File: src/shared/lxio_defines.svh
// Timing constants for the laser external I/O sequencer
`ifndef LXIO_DEFINES_SVH
`define LXIO_DEFINES_SVH
`define LXIO_CLK_HZ 20000000
`define LXIO_CHARGE_MAX_MS 31000
`define LXIO_CHARGE_CYC ((`LXIO_CHARGE_MAX_MS / 1000) * `LXIO_CLK_HZ)
`define LXIO_ACC_0P1_US 100
`define LXIO_ACC_4P0_US 4000
`define LXIO_ACC_8P0_US 8000
`define LXIO_ACC_16_US 16000
`define LXIO_US_CYC(us) (((us) * (`LXIO_CLK_HZ / 1000000)))
`define LXIO_POST_MS 40
`define LXIO_POST_CYC (`LXIO_POST_MS * (`LXIO_CLK_HZ / 1000))
`define LXIO_SEL_16MS 2'h0
`define LXIO_SEL_0P1MS 2'h1
`define LXIO_SEL_4MS 2'h2
`define LXIO_SEL_8MS 2'h3
`endif

File: src/shared/lxio_pkg.sv
// Types for the laser external I/O sequencer
package lxio_pkg;
  typedef enum logic [4:0] {
    LXIO_IDLE = 5'b0_0001,
    LXIO_QUAL = 5'b0_0010,
    LXIO_EMIT = 5'b0_0100,
    LXIO_POST = 5'b0_1000,
    LXIO_DONE = 5'b1_0000
  } lxio_state_t;
endpackage : lxio_pkg
File: src/rtl/lxio_sequencer.sv
// Laser external I/O handshake sequencer
// Overview of operation
// - Ready within 31 s of high-voltage request
// - Emission after start held acceptance time
// - Four acceptance settings, 16/0.1/4/8 ms
// - End output 40 ms after emission
// - Monitor result 40 ms after emission
// - Time-shared mode steps units one to four
// - Outside time-shared mode, up to four selected beams share one emission simultaneously
// - External control only when changeover closed
// - Emit while start closed, stop when opened
`timescale 1ns/10ps
`default_nettype none
`include "lxio_defines.svh"
module lxio_sequencer #(
  parameter int unsigned CHARGE_CYC = `LXIO_CHARGE_CYC,
  parameter int unsigned POST_CYC = `LXIO_POST_CYC,
  parameter int unsigned SLOT_CYC = 20000
) (
  // Clock and reset
  input wire logic sys_clk,
  input wire logic rstn,
  // Controller pins
  input wire logic ext_control_closed,
  input wire logic high_voltage_request,
  input wire logic [4:0] schedule_select,
  input wire logic delivery_path_one_select,
  input wire logic delivery_path_two_select,
  input wire logic [1:0] delivery_path_hi_select,
  input wire logic resonator_shutter_open,
  input wire logic laser_start,
  // Configuration and internal status
  input wire logic [1:0] accept_sel,
  input wire logic time_shared_mode,
  input wire logic charge_done,
  input wire logic [15:0] pulse_energy,
  input wire logic [15:0] energy_low_limit,
  input wire logic [15:0] energy_high_limit,
  // Device outputs
  output logic ext_receivable,
  output logic high_voltage_on,
  output logic ready,
  output logic end_out,
  output logic monitor_normal,
  output logic monitor_trouble,
  output logic [4:0] schedule_number,
  output logic [3:0] delivery_enable,
  output logic emission
);
  // Pin inputs on two-stage synchronisers
  localparam int NPIN = 13;
  logic [NPIN-1:0] pin_raw;
  logic [NPIN-1:0] sync1_q;
  logic [NPIN-1:0] sync2_q;
  assign pin_raw = {ext_control_closed, high_voltage_request, schedule_select,
                    delivery_path_one_select, delivery_path_two_select,
                    delivery_path_hi_select, resonator_shutter_open, laser_start};
  // Two flip-flops per pin
  always_ff @(posedge sys_clk or negedge rstn) begin
    if (!rstn) begin
      sync1_q <= '0;
      sync2_q <= '0;
    end else begin
      sync1_q <= pin_raw;
      sync2_q <= sync1_q;
    end
  end
  logic ext_s, hv_s, shut_s, start_s;
  logic [4:0] sched_s;
  logic [3:0] beam_s;
  assign ext_s = sync2_q[12];
  assign hv_s = sync2_q[11];
  assign sched_s = sync2_q[10:6];
  assign beam_s = {sync2_q[3:2], sync2_q[4], sync2_q[5]};
  assign shut_s = sync2_q[1];
  assign start_s = sync2_q[0];
  // Acceptance time in cycles from the selector
  function automatic logic [19:0] acc_cycles(input logic [1:0] sel);
    if (sel == `LXIO_SEL_0P1MS) begin
      acc_cycles = 20'(`LXIO_US_CYC(`LXIO_ACC_0P1_US));
    end else if (sel == `LXIO_SEL_4MS) begin
      acc_cycles = 20'(`LXIO_US_CYC(`LXIO_ACC_4P0_US));
    end else if (sel == `LXIO_SEL_8MS) begin
      acc_cycles = 20'(`LXIO_US_CYC(`LXIO_ACC_8P0_US));
    end else begin
      acc_cycles = 20'(`LXIO_US_CYC(`LXIO_ACC_16_US));
    end
  endfunction : acc_cycles
  logic [19:0] acc_lim;
  assign acc_lim = acc_cycles(accept_sel);
  // Schedule qualifier state
  logic [4:0] sched_seen_q, sched_seen_d;
  logic [19:0] sched_cnt_q, sched_cnt_d;
  logic [4:0] sched_num_q, sched_num_d;
  // Schedule must be stable for the acceptance time
  always_comb begin
    sched_seen_d = sched_s;
    sched_cnt_d = sched_cnt_q;
    sched_num_d = sched_num_q;
    if (!ext_s) begin
      sched_cnt_d = '0;
    end else if (sched_s != sched_seen_q) begin
      sched_cnt_d = '0;
    end else if (sched_cnt_q + 20'h0_0001 >= acc_lim) begin
      sched_num_d = sched_s;
    end else begin
      sched_cnt_d = sched_cnt_q + 20'h0_0001;
    end
  end
  // Schedule registers
  always_ff @(posedge sys_clk or negedge rstn) begin
    if (!rstn) begin
      sched_seen_q <= '0;
      sched_cnt_q <= '0;
      sched_num_q <= '0;
    end else begin
      sched_seen_q <= sched_seen_d;
      sched_cnt_q <= sched_cnt_d;
      sched_num_q <= sched_num_d;
    end
  end
  // Charge supervision state
  logic hv_on_q, hv_on_d, ready_q, ready_d;
  logic [31:0] chg_cnt_q, chg_cnt_d;
  // Ready on charge done or forced by charge limit
  always_comb begin
    hv_on_d = hv_s && ext_s;
    ready_d = ready_q;
    chg_cnt_d = chg_cnt_q;
    if (!(hv_s && ext_s)) begin
      ready_d = 1'b0;
      chg_cnt_d = '0;
    end else if (charge_done || chg_cnt_q + 32'h0000_0001 >= CHARGE_CYC) begin
      ready_d = 1'b1;
    end else begin
      chg_cnt_d = chg_cnt_q + 32'h0000_0001;
    end
  end
  // Charge registers
  always_ff @(posedge sys_clk or negedge rstn) begin
    if (!rstn) begin
      hv_on_q <= 1'b0;
      ready_q <= 1'b0;
      chg_cnt_q <= '0;
    end else begin
      hv_on_q <= hv_on_d;
      ready_q <= ready_d;
      chg_cnt_q <= chg_cnt_d;
    end
  end
  // Emission sequencer state
  lxio_pkg::lxio_state_t st_q, st_d;
  logic [19:0] acc_cnt_q, acc_cnt_d;
  logic [31:0] post_cnt_q, post_cnt_d;
  logic [31:0] slot_cnt_q, slot_cnt_d;
  logic [1:0] slot_q, slot_d;
  logic emit_q, emit_d, end_q, end_d, mon_n_q, mon_n_d, mon_t_q, mon_t_d;
  logic [3:0] deliv_q, deliv_d;
  logic go;
  // Shutter is the controller's job to settle before start
  assign go = ext_s && start_s && ready_q && shut_s;
  // Main sequence: qualify, emit, post delay, done
  always_comb begin
    st_d = st_q;
    acc_cnt_d = acc_cnt_q;
    post_cnt_d = post_cnt_q;
    slot_cnt_d = slot_cnt_q;
    slot_d = slot_q;
    emit_d = 1'b0;
    end_d = end_q;
    mon_n_d = mon_n_q;
    mon_t_d = mon_t_q;
    deliv_d = 4'h0;
    case (st_q)
      lxio_pkg::LXIO_IDLE: begin
        acc_cnt_d = '0;
        if (go) begin
          st_d = lxio_pkg::LXIO_QUAL;
          end_d = 1'b0;
          mon_n_d = 1'b0;
          mon_t_d = 1'b0;
        end
      end
      lxio_pkg::LXIO_QUAL: begin
        if (!go) begin
          st_d = lxio_pkg::LXIO_IDLE;
        end else if (acc_cnt_q + 20'h0_0001 >= acc_lim) begin
          st_d = lxio_pkg::LXIO_EMIT;
          slot_cnt_d = '0;
          slot_d = 2'h0;
        end else begin
          acc_cnt_d = acc_cnt_q + 20'h0_0001;
        end
      end
      lxio_pkg::LXIO_EMIT: begin
        if (!go) begin
          st_d = lxio_pkg::LXIO_POST;
          post_cnt_d = '0;
        end else begin
          emit_d = 1'b1;
          if (time_shared_mode) begin
            // One unit at a time, stepping all four slots; a slot whose unit is unselected lights none
            deliv_d = beam_s & (4'h1 << slot_q);
            if (slot_cnt_q + 32'h0000_0001 >= SLOT_CYC) begin
              slot_cnt_d = '0;
              slot_d = slot_q + 2'h1;
            end else begin
              slot_cnt_d = slot_cnt_q + 32'h0000_0001;
            end
          end else begin
            deliv_d = beam_s;
          end
        end
      end
      lxio_pkg::LXIO_POST: begin
        if (post_cnt_q + 32'h0000_0001 >= POST_CYC) begin
          st_d = lxio_pkg::LXIO_DONE;
          end_d = 1'b1;
          mon_n_d = (pulse_energy >= energy_low_limit) &&
                    (pulse_energy <= energy_high_limit);
          mon_t_d = !((pulse_energy >= energy_low_limit) &&
                      (pulse_energy <= energy_high_limit));
        end else begin
          post_cnt_d = post_cnt_q + 32'h0000_0001;
        end
      end
      lxio_pkg::LXIO_DONE: begin
        if (!start_s) begin
          st_d = lxio_pkg::LXIO_IDLE;
        end
      end
      default: begin
        st_d = lxio_pkg::LXIO_IDLE;
      end
    endcase
  end
  // Sequencer registers
  always_ff @(posedge sys_clk or negedge rstn) begin
    if (!rstn) begin
      st_q <= lxio_pkg::LXIO_IDLE;
      acc_cnt_q <= '0;
      post_cnt_q <= '0;
      slot_cnt_q <= '0;
      slot_q <= 2'h0;
      emit_q <= 1'b0;
      end_q <= 1'b0;
      mon_n_q <= 1'b0;
      mon_t_q <= 1'b0;
      deliv_q <= 4'h0;
    end else begin
      st_q <= st_d;
      acc_cnt_q <= acc_cnt_d;
      post_cnt_q <= post_cnt_d;
      slot_cnt_q <= slot_cnt_d;
      slot_q <= slot_d;
      emit_q <= emit_d;
      end_q <= end_d;
      mon_n_q <= mon_n_d;
      mon_t_q <= mon_t_d;
      deliv_q <= deliv_d;
    end
  end
  // Receivable flag registered
  logic recv_q;
  always_ff @(posedge sys_clk or negedge rstn) begin
    if (!rstn) begin
      recv_q <= 1'b0;
    end else begin
      recv_q <= ext_s;
    end
  end
  // Outputs straight from flip-flops
  assign ext_receivable = recv_q;
  assign high_voltage_on = hv_on_q;
  assign ready = ready_q;
  assign end_out = end_q;
  assign monitor_normal = mon_n_q;
  assign monitor_trouble = mon_t_q;
  assign schedule_number = sched_num_q;
  assign delivery_enable = deliv_q;
  assign emission = emit_q;
endmodule : lxio_sequencer
`default_nettype wire

File: config.mk
export PLATFORM = sky130hd
export DESIGN_NAME = lxio_sequencer
export DESIGN_NICKNAME = d
export VERILOG_FILES = /design/src/shared/lxio_pkg.sv /design/src/rtl/lxio_sequencer.sv
export VERILOG_INCLUDE_DIRS = /design/src /design/src/shared
export SDC_FILE = /design/constraint.sdc
export NUM_CORES = 1
export LEC_CHECK = 0
export BUFFER_PORTS_ARGS = -buffer_cell sky130_fd_sc_hd__buf_2
export CAP_MARGIN = 20
export CORE_MARGIN = 2
export CORE_UTILIZATION = 51
export DETAILED_ROUTE_END_ITERATION = 16
export GPL_ROUTABILITY_DRIVEN = 0
export PLACE_DENSITY_LB_ADDON = 0.2
export SYNTH_ARGS = -nofsm -noshare
export SYNTH_HDL_FRONTEND = slang
export SYNTH_SLANG_ARGS = --single-unit
File: constraint.sdc
create_clock -name sys_clk -period 3.5 [get_ports sys_clk]
set_input_delay 0.35 -clock sys_clk [delete_from_list [all_inputs] [get_ports sys_clk]]
set_output_delay 0.35 -clock sys_clk [all_outputs]
set_load 0.005 [all_outputs]
==> results_dict.tcl <==
set metrics [dict create \
    grt_pass1_wl_um 47000 \
    rrSetupSlack_ns -0.18 \
    path_cells "and4_4, nand4_1, nor3_2, buf_4, and3_4, xor2_2, ha_1, nand4_1, o31ai_1, a21oi_1, o221ai_2, a2111oi_2, buf_4, or2_4, mux2_2" \
    via_per_inst 5.855 \
    area_growth_pct 17.86 \
    synth_seq_area_share_pct 39.89 \
    initial_core_util_pct 52.34 \
    period_needed_ns 3.679 \
    fmax_mhz 271.8 \
    synth_most_common_cell "dfrtp_1" \
    syn_nets 1476 \
    firstDrtPassIters 7 \
    ant_nets 0 \
    irDropWorstVdd_v 0.0002635 \
    place_area_um2 13020 \
    total_power_mw 4.436 \
    synth_ff_type "dfrtp_1" \
    die_h_um 156.9 \
    slew_violations 0 \
    avgSynthCellArea_um2 8.938 \
    min-delay-path-class "in -> reg" \
    slowest_stage "dfrtp_1" \
    grt_usage_pct 23.09 \
    diodes 0 \
    tightestPinTransition_ns 0.6768 \
    drt-initial-drc-count 694 \
    fin_area_um2 14050 \
    cap_violations 0 \
    cts_tree "built" \
    drive_above_1_share_pct 18.87 \
    synth_top_area_share_pct 39.67 \
    clockBufferDepth 2 \
    grt_pass1_vias 9922 \
    clock-sinks 190 \
    die_x_um 156.9 \
    cts_buffers 17 \
    synth_commonest_cells "189 x dfrtp_1, 118 x nand2_1, 91 x nor2_1" \
    nNetsFinal 1597 \
    synth_async_sr_flop_share_pct 100.0 \
    fin_skew_ns 0.01960 \
    final.setup.worst_slack_ns -0.1794 \
    cp.arrival_ns 4.01 \
    coreArea_um2 22780 \
    die-area_um2 24620 \
    period_share_pct 105.1 \
    cts_root_buffer "clkbuf_16" \
    drt_wl_total_um 28230 \
    relSlewSlack_pct 54.46 \
    dr_total_vias 10430 \
    synth-edff-count 0 \
    grt_max_degree 88 \
    yosysTopAreaCell "dfrtp_1" \
    violations "negative setup slack" \
    gr-total-overflow 0 \
    netlist_area_um2 11920 \
    fillers 1917 \
    drc 0 \
    num_io_pins 83 \
    finalSetupViolCount 24 \
    status "finished, violations left" \
    syn_inst 1334 \
    tns_ns -2.594 \
    rows 55 \
    crit_path_max_fanout 6 \
    p_per_area_nw_per_um2 315.7 \
    antenna_found_initial 0 \
    synth_area_leaders "dfrtp_1 40%, ha_1 7.9%, nand2_1 3.7%, nand3_1 3.7%, xor2_1 2.9%" \
    endpoint_kind "register" \
    portBuffers 82 \
    synth_seq_cells 190 \
    post_drt_wl_per_cell_um 15.85 \
    cp_slowest_stage_delay_ns 0.43 \
    rsz0062_at_grt "true" \
    cp.required_ns 3.83 \
    cts_htree_levels 4 \
    clk-insertion-delay-late_ns 0.45 \
    synth_cell_type_count 73 \
    hpwl_um 18920 \
    hold_viol 0 \
    leakage_nw 6.428 \
    yosysWarnings 0 \
    worstSetupStartpointType "register" \
    criticalPathCategory "reg -> reg" \
    cts.clk_slew.worst_paths_ns 0.08 \
]
-- report_power, final --
| part | internal, mW | leakage [nW] | total (mW) | switching, mW |
|---|---|---|---|---|
| Clock | 0.962 | 0.280 | 1.94 | 0.978 |
| Combinational | 0.108 | 3.61 | 0.265 | 0.157 |
| Sequential | 2.22 | 2.54 | 2.23 | 0.0141 |
-- sequential cells by signal (all words and copies together), names as in the netlist --
name and flops:
ext_receivable 1, sync2_q 13, monitor_normal 1, slot_q 2
st_q 5, schedule_number 5, acc_cnt_q 20, sched_seen_q 5
monitor_trouble 1, high_voltage_on 1, delivery_enable 4, sync1_q 13
slot_cnt_q 32, end_out 1, chg_cnt_q 32, ready 1
post_cnt_q 32, emission 1, sched_cnt_q 20
-- worst max-delay path: cells and delay by family (launching register included) --
family,cells,cell delay (ns)
adders and majority gates,1,0.27
muxes,1,0.34
and+or+nand+nor,6,1.25
xor gates and xnor gates,1,0.16
buffers and inverters,2,0.37
AOI/OAI and AO/OA,4,0.76
DFF,1,0.43
-- metrics by stage --
stage          setup WS [ns]  cells  utilization (%)  hold slack (ns)
6_report             -0.1794   1781            61.69          0.01924
5_1_grt              -0.4029   1781            61.69          0.01094
4_1_cts            0.0002442   1771            60.32        0.0008258
3_5_place_dp        -0.03186   1726            57.14           0.3355
3_3_place_gp         0.03706   1726            57.14           0.3326
2_1_floorplan      -0.001676   1334                -          0.05441
-- cell usage in the layout, fill, tap and decap left out, types with 18 or more instances in the layout --
cell type,n
a21o_1,19
a21oi_1,65
a31oi_1,22
and2_1,22
and3_1,33
buf_2,81
buf_4,77
clkbuf_16,18
dfrtp_1,189
ha_1,75
inv_1,71
nand2_1,109
nand3_1,82
nand4_1,47
nor2_1,83
nor3_1,25
nor4_1,22
o211ai_1,20
o21ai_0,46
o31ai_1,31
or4_1,33
xnor2_1,23
xor2_1,36
-- final timing paths --
kind / from / end / cells after the start
max: sched_cnt_q[1]$_DFFE_PN0N_ / schedule_number[3]$_DFFE_PN0P_ / 15
min: schedule_select[1] / sync1_q[7]$_DFF_PN0_ / 1
max reg2reg: sched_cnt_q[1]$_DFFE_PN0N_ / schedule_number[3]$_DFFE_PN0P_ / 15
min reg2reg: sync1_q[10]$_DFF_PN0_ / sync2_q[10]$_DFF_PN0_ / 0
max in group asynchronous: rstn / st_q[0]$_DFFE_PN1P_ / 3
min in group asynchronous: rstn / chg_cnt_q[28]$_DFFE_PN0P_ / 2
-- routing by layer --
| layer | global-route usage (%) | share of wire (%) | vias to the layer above |
|---|---|---|---|
| li1 | - | - | 5144 |
| met1 | 32.66 | 47 | 4994 |
| met2 | 37.57 | 48 | 267 |
| met3 | 3.414 | 4.4 | 23 |
| met4 | 5.548 | 0.93 | 0 |
| met5 | 0 | 0 | - |
-- layout make-up --
class | instances | area [um2] | share of cell area, %
clock buffer | 17 | 425.4 | 3.027
tap | 313 | 391.6 | 2.787
multi-input combinational | 1001 | 6868 | 48.87
clock inverter | 15 | 165.2 | 1.175
sequential | 190 | 4756 | 33.84
timing repair buffer | 174 | 1180 | 8.396
inverter | 71 | 266.5 | 1.897
-- timing repair --
item,4_1_cts,5_1_grt
cloned,0,1
setup endpoints to repair,14,61
buffers inserted,3,9
pin swaps,1,27
hold buffers,10,0
hold endpoints to repair,78,0
resized for setup,4,56
-- cell families (layout without fill, tap and decap cells) --
logic type / count (synthesis) / in the layout / share of synthesized area [%]
adder cells (fa/ha/maj): 75 / 75 / 7.871
buffers and inverters: 143 / 277 / 4.827
AO/OA/AOI/OAI: 286 / 286 / 16.08
multiplexers: 19 / 19 / 1.753
flip-flops: 190 / 190 / 39.89
XOR/XNOR: 64 / 64 / 4.701
AND/OR/NAND/NOR: 557 / 557 / 24.88
Power figures use the tool's default switching activity.
